<file path="src/logic/aat_defines.svh">
// aat_defines.svh: field positions, encodings, offsets and reset values
// for the add/and/direction-load execution slice.
// assumes: included by bare name from the package and the design files.
`ifndef AAT_DEFINES_SVH
`define AAT_DEFINES_SVH

// ----------------------------------------------------------------------
// instruction word fields
// ----------------------------------------------------------------------
`define AAT_INSTR_W        12
`define AAT_DATA_W         8
`define AAT_FADDR_W        5
`define AAT_OPC6_HI        11
`define AAT_OPC6_LO        6
`define AAT_OPC4_HI        11
`define AAT_OPC4_LO        8
`define AAT_DEST_BIT       5
`define AAT_FADDR_HI       4
`define AAT_LIT_HI         7
`define AAT_LIT_LO         0
`define AAT_DIRPFX_HI      11
`define AAT_DIRPFX_LO      3
`define AAT_DIRSEL_HI      2

// ----------------------------------------------------------------------
// opcode encodings
// ----------------------------------------------------------------------
`define AAT_OPC6_ADD       6'h07
`define AAT_OPC6_ANDF      6'h05
`define AAT_OPC4_ANDL      4'hE
`define AAT_DIRPFX         9'h000

// ----------------------------------------------------------------------
// file addresses
// ----------------------------------------------------------------------
`define AAT_FA_TIMER       5'h01
`define AAT_FA_PORT0       5'h05
`define AAT_FA_PORT1       5'h06
`define AAT_FA_PORT2       5'h07
`define AAT_DIRSEL_PORT0   3'h5
`define AAT_DIRSEL_PORT1   3'h6
`define AAT_DIRSEL_PORT2   3'h7

// ----------------------------------------------------------------------
// alu bit positions
// ----------------------------------------------------------------------
`define AAT_NIB_W          4
`define AAT_NIB_HI         3

// ----------------------------------------------------------------------
// register port offsets and reset values
// ----------------------------------------------------------------------
`define AAT_RA_W           3
`define AAT_RA_ACC         3'h0
`define AAT_RA_FLAGS       3'h1
`define AAT_RA_DIR0        3'h2
`define AAT_RA_DIR1        3'h3
`define AAT_RA_DIR2        3'h4
`define AAT_RA_CTRL        3'h5
`define AAT_FLG_C          0
`define AAT_FLG_DC         1
`define AAT_FLG_Z          2
`define AAT_CTRL_PSA       0
`define AAT_ACC_RST        8'h00
`define AAT_DIR_RST        8'hFF
`define AAT_ZERO8          8'h00

`endif

</file>
<file path="src/logic/aat_pkg.sv">
// aat_pkg.sv: types shared by the execution slice and its alu.
// assumes: aat_defines.svh is on the include path.
`include "aat_defines.svh"

package aat_pkg;

    typedef logic [`AAT_DATA_W-1:0]  aat_byte_t;
    typedef logic [2:0][`AAT_DATA_W-1:0] aat_ports_t;

    typedef struct packed {
        logic z;
        logic dc;
        logic c;
    } aat_flags_t;

    typedef struct packed {
        logic                    we;
        logic [`AAT_FADDR_W-1:0] addr;
        aat_byte_t               data;
    } aat_fwr_t;

    typedef enum logic [2:0] {
        AAT_OP_NONE,
        AAT_OP_ADD,
        AAT_OP_ANDF,
        AAT_OP_ANDL,
        AAT_OP_DIR
    } aat_op_t;

endpackage : aat_pkg

</file>
<file path="src/logic/aat_alu.sv">
// aat_alu.sv: combinational result and flag logic for add and and.
// assumes: operands already selected by the caller; no clock here.
`timescale 1ns/1ps
`include "aat_defines.svh"

module aat_alu (
    input  aat_pkg::aat_op_t    op,
    input  aat_pkg::aat_byte_t  acc,
    input  aat_pkg::aat_byte_t  opnd,
    input  aat_pkg::aat_flags_t flags_in,
    output aat_pkg::aat_byte_t  res,
    output aat_pkg::aat_flags_t flags_out
);
    import aat_pkg::*;

    function automatic logic is_zero(input aat_byte_t v);
        is_zero = (v == `AAT_ZERO8);
    endfunction : is_zero

    // ------------------------------------------------------------------
    // add with carry from bit 7 and bit 3
    // ------------------------------------------------------------------
    logic [`AAT_DATA_W:0]  sum9;
    logic [`AAT_NIB_W:0]   sum5;
    aat_byte_t             and8;

    assign sum9 = {1'b0, acc} + {1'b0, opnd};
    assign sum5 = {1'b0, acc[`AAT_NIB_HI:0]} + {1'b0, opnd[`AAT_NIB_HI:0]};
    assign and8 = acc & opnd;

    always_comb
    begin
        res       = acc;
        flags_out = flags_in;
        case (op)
            AAT_OP_ADD:
            begin
                res          = sum9[`AAT_DATA_W-1:0];
                flags_out.c  = sum9[`AAT_DATA_W];
                flags_out.dc = sum5[`AAT_NIB_W];
                flags_out.z  = is_zero(sum9[`AAT_DATA_W-1:0]);
            end
            AAT_OP_ANDF, AAT_OP_ANDL:
            begin
                res         = and8;
                flags_out.z = is_zero(and8);
            end
            default:
            begin
                res       = acc;
                flags_out = flags_in;
            end
        endcase
    end

endmodule : aat_alu

</file>
<file path="src/logic/aat_exec.sv">
// aat_exec.sv: execution slice for add-to-acc, and-with-acc, and-literal
// and port-direction load, with timer prescaler clear on timer writes.
// assumes: one instruction per mclk with instr_valid; file read data is
// combinational from file_raddr; pins are synchronous to mclk.
`timescale 1ns/1ps
`include "aat_defines.svh"

module aat_exec (
    input  wire logic                    mclk,
    input  wire logic                    reset_n,
    input  wire logic [`AAT_INSTR_W-1:0] instr,
    input  wire logic                    instr_valid,
    output      logic [`AAT_FADDR_W-1:0] file_raddr,
    input  wire aat_pkg::aat_byte_t      file_rdata,
    output      aat_pkg::aat_fwr_t       file_wr,
    input  wire aat_pkg::aat_ports_t     pin_in,
    output      aat_pkg::aat_ports_t     pin_oe,
    output      logic                    presc_clr,
    output      aat_pkg::aat_byte_t      acc,
    output      aat_pkg::aat_flags_t     flags,
    input  wire logic [`AAT_RA_W-1:0]    reg_addr,
    input  wire aat_pkg::aat_byte_t      reg_wdata,
    input  wire logic                    reg_wr,
    input  wire logic                    reg_rd,
    output      aat_pkg::aat_byte_t      reg_rdata
);
    import aat_pkg::*;

    // ------------------------------------------------------------------
    // state
    // ------------------------------------------------------------------
    aat_byte_t   acc_r,   acc_nxt;
    aat_flags_t  flags_r, flags_nxt;
    aat_ports_t  dir_r,   dir_nxt;
    logic        psa_r;
    aat_fwr_t    fwr_r,   fwr_nxt;
    logic        pclr_r,  pclr_nxt;
    aat_byte_t   rdata_r, rdata_nxt;

    // ------------------------------------------------------------------
    // decode
    // ------------------------------------------------------------------
    logic [5:0]              opc6;
    logic [3:0]              opc4;
    logic                    dest_file;
    logic [`AAT_FADDR_W-1:0] faddr;
    aat_byte_t               literal;
    logic [2:0]              dir_sel;
    logic                    is_dir_pfx;
    aat_op_t                 op;

    assign opc6       = instr[`AAT_OPC6_HI:`AAT_OPC6_LO];
    assign opc4       = instr[`AAT_OPC4_HI:`AAT_OPC4_LO];
    assign dest_file  = instr[`AAT_DEST_BIT];
    assign faddr      = instr[`AAT_FADDR_HI:0];
    assign literal    = instr[`AAT_LIT_HI:`AAT_LIT_LO];
    assign dir_sel    = instr[`AAT_DIRSEL_HI:0];
    assign is_dir_pfx = (instr[`AAT_DIRPFX_HI:`AAT_DIRPFX_LO] == `AAT_DIRPFX);

    assign op = !instr_valid                   ? AAT_OP_NONE :
                (opc6 == `AAT_OPC6_ADD)        ? AAT_OP_ADD  :
                (opc6 == `AAT_OPC6_ANDF)       ? AAT_OP_ANDF :
                (opc4 == `AAT_OPC4_ANDL)       ? AAT_OP_ANDL :
                is_dir_pfx                     ? AAT_OP_DIR  :
                                                 AAT_OP_NONE;

    // ------------------------------------------------------------------
    // operand select: io ports read from the pins
    // ------------------------------------------------------------------
    logic      addr_is_port;
    aat_byte_t pin_val;
    aat_byte_t file_src;
    aat_byte_t opnd;

    assign file_raddr   = faddr;
    assign addr_is_port = (faddr == `AAT_FA_PORT0) ||
                          (faddr == `AAT_FA_PORT1) ||
                          (faddr == `AAT_FA_PORT2);
    assign pin_val  = (faddr == `AAT_FA_PORT0) ? pin_in[0] :
                      (faddr == `AAT_FA_PORT1) ? pin_in[1] : pin_in[2];
    assign file_src = addr_is_port ? pin_val : file_rdata;
    assign opnd     = (op == AAT_OP_ANDL) ? literal : file_src;

    // ------------------------------------------------------------------
    // alu
    // ------------------------------------------------------------------
    aat_byte_t  alu_res;
    aat_flags_t alu_flags;

    aat_alu u_alu (
        .op        (op),
        .acc       (acc_r),
        .opnd      (opnd),
        .flags_in  (flags_r),
        .res       (alu_res),
        .flags_out (alu_flags)
    );

    // ------------------------------------------------------------------
    // destination and side effects
    // ------------------------------------------------------------------
    logic is_file_op;
    logic wr_file;
    logic wr_acc;
    logic dir_hit;

    assign is_file_op = (op == AAT_OP_ADD) || (op == AAT_OP_ANDF);
    assign wr_file    = is_file_op && dest_file;
    assign wr_acc     = (is_file_op && !dest_file) ||
                        (op == AAT_OP_ANDL);
    assign dir_hit    = (op == AAT_OP_DIR) &&
                        ((dir_sel == `AAT_DIRSEL_PORT0) ||
                         (dir_sel == `AAT_DIRSEL_PORT1) ||
                         (dir_sel == `AAT_DIRSEL_PORT2));

    assign fwr_nxt.we   = wr_file;
    assign fwr_nxt.addr = faddr;
    assign fwr_nxt.data = wr_file ? alu_res : fwr_r.data;
    assign pclr_nxt     = wr_file && (faddr == `AAT_FA_TIMER) &&
                          psa_r;

    // ------------------------------------------------------------------
    // register port: instruction writes win over software writes
    // ------------------------------------------------------------------
    logic sw_acc, sw_flags, sw_dir0, sw_dir1, sw_dir2, sw_ctrl;

    assign sw_acc   = reg_wr && (reg_addr == `AAT_RA_ACC);
    assign sw_flags = reg_wr && (reg_addr == `AAT_RA_FLAGS);
    assign sw_dir0  = reg_wr && (reg_addr == `AAT_RA_DIR0);
    assign sw_dir1  = reg_wr && (reg_addr == `AAT_RA_DIR1);
    assign sw_dir2  = reg_wr && (reg_addr == `AAT_RA_DIR2);
    assign sw_ctrl  = reg_wr && (reg_addr == `AAT_RA_CTRL);

    assign acc_nxt = wr_acc ? alu_res :
                     sw_acc ? reg_wdata : acc_r;

    assign flags_nxt = (op != AAT_OP_NONE) ? alu_flags :
                       sw_flags ? aat_flags_t'({reg_wdata[`AAT_FLG_Z],
                                                reg_wdata[`AAT_FLG_DC],
                                                reg_wdata[`AAT_FLG_C]})
                                : flags_r;

    assign dir_nxt[0] = (dir_hit && dir_sel == `AAT_DIRSEL_PORT0) ? acc_r :
                        sw_dir0 ? reg_wdata : dir_r[0];
    assign dir_nxt[1] = (dir_hit && dir_sel == `AAT_DIRSEL_PORT1) ? acc_r :
                        sw_dir1 ? reg_wdata : dir_r[1];
    assign dir_nxt[2] = (dir_hit && dir_sel == `AAT_DIRSEL_PORT2) ? acc_r :
                        sw_dir2 ? reg_wdata : dir_r[2];

    assign rdata_nxt =
        !reg_rd                      ? rdata_r :
        (reg_addr == `AAT_RA_ACC)    ? acc_r :
        (reg_addr == `AAT_RA_FLAGS)  ? {5'h00, flags_r.z, flags_r.dc,
                                        flags_r.c} :
        (reg_addr == `AAT_RA_DIR0)   ? dir_r[0] :
        (reg_addr == `AAT_RA_DIR1)   ? dir_r[1] :
        (reg_addr == `AAT_RA_DIR2)   ? dir_r[2] :
        (reg_addr == `AAT_RA_CTRL)   ? {7'h00, psa_r} : `AAT_ZERO8;

    // ------------------------------------------------------------------
    // flip-flops
    // ------------------------------------------------------------------
    always_ff @(posedge mclk or negedge reset_n)
    begin
        if (!reset_n)
        begin
            acc_r   <= `AAT_ACC_RST;
            flags_r <= '0;
            dir_r   <= {3{`AAT_DIR_RST}};
            fwr_r   <= '0;
            pclr_r  <= 1'b0;
            rdata_r <= `AAT_ZERO8;
        end
        else
        begin
            acc_r   <= acc_nxt;
            flags_r <= flags_nxt;
            dir_r   <= dir_nxt;
            fwr_r   <= fwr_nxt;
            pclr_r  <= pclr_nxt;
            rdata_r <= rdata_nxt;
        end
    end

    always_ff @(posedge mclk or negedge reset_n)
    begin
        if (!reset_n)
            psa_r <= 1'b0;
        else if (sw_ctrl)
            psa_r <= reg_wdata[`AAT_CTRL_PSA];
    end

    // ------------------------------------------------------------------
    // outputs
    // ------------------------------------------------------------------
    assign file_wr   = fwr_r;
    assign presc_clr = pclr_r;
    assign acc       = acc_r;
    assign flags     = flags_r;
    assign pin_oe    = ~dir_r;
    assign reg_rdata = rdata_r;
endmodule : aat_exec

</file>
<file path="config.mk">
export PLATFORM = sky130hd
export DESIGN_NAME = aat_exec
export DESIGN_NICKNAME = d
export VERILOG_FILES = /design/src/logic/aat_pkg.sv /design/src/logic/aat_alu.sv /design/src/logic/aat_exec.sv
export VERILOG_INCLUDE_DIRS = /design/src /design/src/logic
export SDC_FILE = /design/constraint.sdc
export NUM_CORES = 1
export LEC_CHECK = 0
export ABC_AREA = 0
export BUFFER_PORTS_ARGS = -buffer_cell sky130_fd_sc_hd__buf_4
export CAP_MARGIN = 20
export CORE_MARGIN = 8
export CORE_UTILIZATION = 45
export DETAILED_ROUTE_END_ITERATION = 8
export PLACE_DENSITY = 0.68
export SETUP_SLACK_MARGIN = 0.02
export SYNTH_ARGS = -nofsm -noshare
export SYNTH_HDL_FRONTEND = slang
export SYNTH_HIERARCHICAL = 1
export SYNTH_SLANG_ARGS = --single-unit
</file>
<file path="constraint.sdc">
create_clock -name mclk -period 5.5 [get_ports mclk]
set_input_delay 1.1 -clock mclk [delete_from_list [all_inputs] [get_ports mclk]]
set_output_delay 1.1 -clock mclk [all_outputs]
set_load 0.01 [all_outputs]
</file>
==> results of run 1 <==
-- worst max path at each step --
stage | start | end | cells after the start
2_1_floorplan | instr[4] | file_wr[6]$_DFFE_PN0P_ | 14
3_3_place_gp | instr[0] | flags[0]$_DFFE_PN0P_ | 14
3_5_place_dp | instr[1] | file_wr[6]$_DFFE_PN0P_ | 14
4_1_cts | instr[1] | flags[2]$_DFFE_PN0P_ | 14
5_1_grt | instr[1] | flags[2]$_DFFE_PN0P_ | 14
6_report | instr[1] | flags[2]$_DFFE_PN0P_ | 14
-- worst reg2reg max path: cells and delay by family, from the launching register on --
family / cells / cell delay (ns)
fa+ha+maj: 2 / 0.69
flops: 1 / 0.63
mux: 1 / 0.19
buf+inv: 1 / 0.06
simple gates: 2 / 0.32
compound gates: 3 / 0.67
-- cells by family (layout without fill, tap and decap cells) --
| family | Yosys count | count (layout) | share of synthesized area |
|---|---|---|---|
| adder cells (fa/ha/maj) | 10 | 10 | 0.03263 |
| multiplexers | 55 | 55 | 0.1527 |
| flip-flops | 59 | 59 | 0.3706 |
| AND/OR/NAND/NOR | 109 | 109 | 0.1484 |
| XOR/XNOR | 4 | 4 | 0.008617 |
| AO/OA/AOI/OAI | 135 | 135 | 0.2176 |
| buffers and inverters | 66 | 175 | 0.06956 |
-- final cells by class --
cell class                 count  share of cell area
multi-input combinational    313              0.4381
sequential                    59              0.2892
clock inverter                 4             0.01417
inverter                      34             0.02450
clock buffer                  12             0.02786
tap                          108             0.02594
timing repair buffer         125              0.1802
-- registers in the layout (all words and copies together), names as in the netlist --
register and cells:
file_wr 14, psa_r 1, flags 3, presc_clr 1, dir_r 24, acc 8, reg_rdata 8
-- stage by stage --
stage	utilization	total power [mW]	setup WS [ns]
after floorplan	-	1.072	1.596
after global placement	0.5694	1.386	1.050
after detailed placement	0.5694	1.392	1.063
after CTS	0.5944	1.843	1.390
after global routing	0.5944	1.951	0.9306
final	0.5944	1.833	1.362
-- power by group --
group          internal, mW  leakage (nW)  switching (mW)  total [mW]
sequential            0.553         0.687           0.122       0.675
clock                 0.268         0.111           0.178       0.447
combinational         0.372          1.65           0.340       0.712
total                  1.19          2.45           0.640        1.83
-- cell usage after synthesis, types with 4 or more instances --
cell | count | area (sq um)
and2_1 | 5 | 31.28
nor2b_1 | 5 | 31.28
a21oi_1 | 40 | 200.2
a22oi_1 | 22 | 165.2
a211oi_1 | 9 | 67.56
inv_1 | 34 | 127.6
nand2_1 | 9 | 33.78
a31oi_1 | 8 | 50.05
nor2_1 | 44 | 165.2
nand4_1 | 4 | 25.02
clkbuf_1 | 16 | 60.06
buf_2 | 6 | 30.03
o211ai_1 | 9 | 67.56
dfrtp_1 | 35 | 875.8
mux2i_1 | 17 | 170.2
mux2_2 | 36 | 405.4
ha_1 | 9 | 112.6
o21a_1 | 8 | 60.06
and3_1 | 13 | 81.33
xnor2_1 | 4 | 35.03
dfstp_2 | 24 | 630.6
o21ai_0 | 21 | 105.1
nor3b_1 | 5 | 37.54
nand2b_1 | 4 | 25.02
buf_4 | 5 | 37.54
-- routing by layer --
metal / GRT usage / routed length [um] / vias to the layer above
met4: 0.05600 / 125 / 0
met1: 0.2382 / 5409 / 1738
met3: 0.03950 / 683 / 7
met2: 0.3303 / 5937 / 117
met5: 0 / 0 / -
li1: - / - / 1801
==> impl_metrics.toml, run 1 <==
[run_status]
status = "finished clean"

[worst_hold_path]
hold_end = "reg_rdata[4]$_DFFE_PN0P_"
hp-class = "register to register"
min_delay_path_depth = 1
holdCritStartpoint = "reg_rdata[4]$_DFFE_PN0P_"

[routing]
ant_nets = 0
initialDrtViolationCount = 203
wl_per_cell_um = 18.56
drc = 0
num_vias = 3663
dr.pass1.iters = 5
routed_wl_mm = 12.16
vias_per_cell = 5.592

[power]
p_per_area_mw_per_mm2 = 352.0
p_leak_nw = 2.446
peakVddDrop_mv = 0.1627

[layout]
seq_area_sq_mm = 0.001506
multiInputGateArea_sq_mm = 0.002282
fin_nets = 612
layout-area-overhead-vs-synth_pct = 28.13
num_antenna_cells = 0
fin_cells = 655
layout_commonest_cell = "buf_4"
nFillCells = 800
layout-drive-gt1-share = 0.3821
final_cell_mix = "buf_4 (125), nor2_1 (44), a21oi_1 (40)"
fin_area_sq_mm = 0.005209

[synthesis]
synth_nets = 508
avgSynthCellArea_sq_um = 9.281
yosysSeqAreaShare = 0.3706
ys.flop_type = "dfrtp_1"
synth.distinct_cells = 57
synth_seq_cells = 59
synthArstFlopShare = 1.000
synth_warnings = 6
synth_area_sq_mm = 0.004065
syn_inst = 438
synth_enable_flop_cells = 0

[sta]
max_freq_mhz = 241.7
rsz0062_at_grt = "no"
tns_ns = 0
slew_headroom = 0.4783
whs_ns = 0.4768
hold_viol_final = 0
finalClockSkew_ns = 0.01459
period_share = 0.7523
fin_crit_ns = 4.138
drv_slew = 0
max_slew.worst_pin.slew_ns = 0.7826
setup_violations = 0

[global_routing]
grt_use_total = 0.1929
antenna_found_initial = 0
grt_pass1_vias = 3782
grt_pass1_wl_mm = 19.80
grt_overflow = 0
grt_max_degree = 60

[setup_path]
critPathBufInv = 2
reg2reg_from = "acc[0]$_DFFE_PN0P_"
worstPathRequired_ns = 5.77
reg2reg_depth = 9
rrSetupSlack_ns = 2.90
timing.rr.end = "file_wr[4]$_DFFE_PN0P_"
cp_common_cell = "o21ai_0"
worst_setup_path_start_kind = "input port"
critPathMaxStageDelay_ns = 0.50
critPathCaptureType = "register"
critPathKind = "input port to register"
cp_top_family = "compound AO/OA/AOI/OAI gates"
worstPathMaxFanout = 10
crit_arrival_ns = 4.41
slowest_stage = "nor2b_1"
crit_chain = "buf_4 > nor2b_1 > nand2_1 > a211oi_1 > o21ai_0 > ha_1 > inv_1 > fa_1 > nor2b_4 > o21ai_0 > nor3b_1 > o211ai_1 > o41ai_1 > mux2_2"

[clock_network]
cts-resized-gates = 0
clockBufferDepth = 2
clockRootBuffer = "clkbuf_8"
cts_hold_buf = 0
clock_latency_ns = 0.33
cts_tree = "yes"
cts_sinks = 59
post_cts_buffers = 0
cts_inserted_buffers = 9
clk_pin_slew_ns = 0.07
htreeDepth = 3

[floorplanning]
io_pins = 123
die_x_um = 111.0
coreArea_sq_mm = 0.008763
die_height_um = 111.0
initial_utilization = 0.4639
rows = 34
dieArea_sq_mm = 0.01233

[placed_design]
place_hpwl_mm = 9.581
placed_cells = 639
placed_area_sq_mm = 0.004990
gp_congestion = 0.9370
port_buffers = 122

[flow_run]
cap_viol_max_count = 0
(Power assumes the default switching activity.)
==> run 2: changes to the inputs <==
- clock period: 5.5 -> 3.9 ns (I/O delays scaled with it)
==> impl_metrics.toml, run 2 (synthesized netlist as in run 1, its figures left out) <==
[sta]
fin_ws_ns = 0.3065
max_slew.worst_pin.slew_ns = 0.7589
tns_ns = 0
whs_ns = 0.4775
period_share = 0.9214
rsz0062_at_grt = "no"
finalClockSkew_ns = 0.01236
slew_headroom = 0.4940
drv_slew = 0
setup_violations = 0
hold_viol_final = 0
fin_crit_ns = 3.593
max_freq_mhz = 278.3

[setup_path]
crit_chain = "buf_4 > or2_2 > a22oi_1 > a22oi_1 > o21ai_1 > ha_1 > inv_1 > fa_1 > nor2b_4 > o21ai_0 > nor3b_1 > o32a_2 > o21ai_0 > mux2_2"
crit_arrival_ns = 3.86
cp_top_family = "compound AO/OA/AOI/OAI gates"
worstPathRequired_ns = 4.17
worst_setup_path_start_kind = "input port"
critPathKind = "input port to register"
worstPathMaxFanout = 8
slowest_stage = "a22oi_1"
critPathCaptureType = "register"
critPathMaxStageDelay_ns = 0.47
critPathBufInv = 2

[flow_run]
cap_viol_max_count = 0

[floorplanning]
rows = 34
io_pins = 123
die_x_um = 111.0
initial_utilization = 0.4639
coreArea_sq_mm = 0.008763
die_height_um = 111.0
dieArea_sq_mm = 0.01233

[layout]
layout-area-overhead-vs-synth_pct = 30.10
nFillCells = 791
layout-drive-gt1-share = 0.3943
multiInputGateArea_sq_mm = 0.002282
layout_commonest_cell = "buf_4"
fin_nets = 623
top_register = "dir_r"
largest_reg_flops = 24
final_cell_mix = "buf_4 (136), nor2_1 (44), a21oi_1 (40)"
num_antenna_cells = 0
final_util = 0.6035
fin_area_sq_mm = 0.005289
seq_area_sq_mm = 0.001506

[routing]
initialDrtViolationCount = 148
wl_per_cell_um = 18.57
num_vias = 3759
dr.pass1.iters = 4
ant_nets = 0
routed_wl_mm = 12.37
vias_per_cell = 5.644
drc = 0

[global_routing]
grt_max_degree = 60
grt_overflow = 0
antenna_found_initial = 0
grt_pass1_wl_mm = 20.32
grt_pass1_vias = 3817
grt_use_total = 0.1968

[clock_network]
cts_sinks = 59
htreeDepth = 3
clock_latency_ns = 0.33
clockRootBuffer = "clkbuf_8"
clk_pin_slew_ns = 0.06
cts_tree = "yes"
cts_inserted_buffers = 9
clockBufferDepth = 2
post_cts_buffers = 0

[placed_design]
place_ws_ns = -0.03306
place_hpwl_mm = 9.870
port_buffers = 122
placed_area_sq_mm = 0.005072
gp_congestion = 0.9326

[worst_hold_path]
hp-class = "register to register"

[power]
peakVddDrop_mv = 0.2982
p_per_area_mw_per_mm2 = 486.7
p_leak_nw = 2.500

[run_status]
status = "finished clean"
## run 2: changes by cell type in the layout (fill, tap and decap cells not counted)
cell / delta
clkinv_4: -1
bufinv_16: -1
clkbuf_8: +3
o21ai_0: -1
buf_4: +11
o21ai_1: +1
clkinv_2: -1
## run 2: timing repair
| item | in CTS | in global routing |
|---|---|---|
| hold buffers | 0 | 0 |
| setup endpoints to repair | 0 | 3 |
| hold endpoints to repair | 0 | 0 |
| resized for setup | 0 | 1 |
## run 2: area by class of cell
type,instances,share of cell area
multi-input combinational,313,0.4315
inverter,34,0.02413
clock inverter,1,0.005678
timing repair buffer,136,0.1930
tap,108,0.02555
sequential,59,0.2848
clock buffer,15,0.03525
## run 2: final timing paths
check                      slack (ns)                        to                     start  cells past startpoint
setup reg to reg                 1.32        acc[4]$_DFFE_PN0P_        acc[0]$_DFFE_PN0P_                      9
hold reg to reg                  0.48  reg_rdata[5]$_DFFE_PN0P_  reg_rdata[5]$_DFFE_PN0P_                      1
hold / removal                   0.48  reg_rdata[5]$_DFFE_PN0P_  reg_rdata[5]$_DFFE_PN0P_                      1
min in group asynchronous        0.52         psa_r$_DFFE_PN0P_                   reset_n                      1
setup / recovery                 0.31        acc[4]$_DFFE_PN0P_                  instr[0]                     14
max in group asynchronous        2.88    file_wr[2]$_DFFE_PN0P_                   reset_n                      1
## run 2: routing by layer
metal / share of wire / up-vias / global-route usage
li1: - / 1824 / -
met1: 0.46 / 1809 / 0.2523
met2: 0.48 / 114 / 0.3283
met3: 0.047 / 12 / 0.03734
met4: 0.014 / 0 / 0.05689
met5: 0 / - / 0
## run 2: through the flow
step / cells / power (mW)
CTS: 666 / 2.592
finish: 666 / 2.574
global route: 666 / 2.740
global placement: 650 / 1.967
detailed placement: 650 / 1.980
floorplan: 438 / 1.512
## run 2: worst reg2reg max path, delay by kind of cell (launching register included)
kind | cells | cell delay (ns)
multiplexers | 1 | 0.19
AND/OR/NAND/NOR | 2 | 0.32
adder cells (fa/ha/maj) | 2 | 0.69
buffers and inverters | 1 | 0.06
AO/OA/AOI/OAI | 3 | 0.66
flip-flops | 1 | 0.61
## run 2: where the power goes
group,total (mW),switching [mW],internal (mW)
combinational,1.01,0.483,0.528
sequential,0.960,0.179,0.781
clock,0.603,0.237,0.366
total,2.57,0.899,1.67
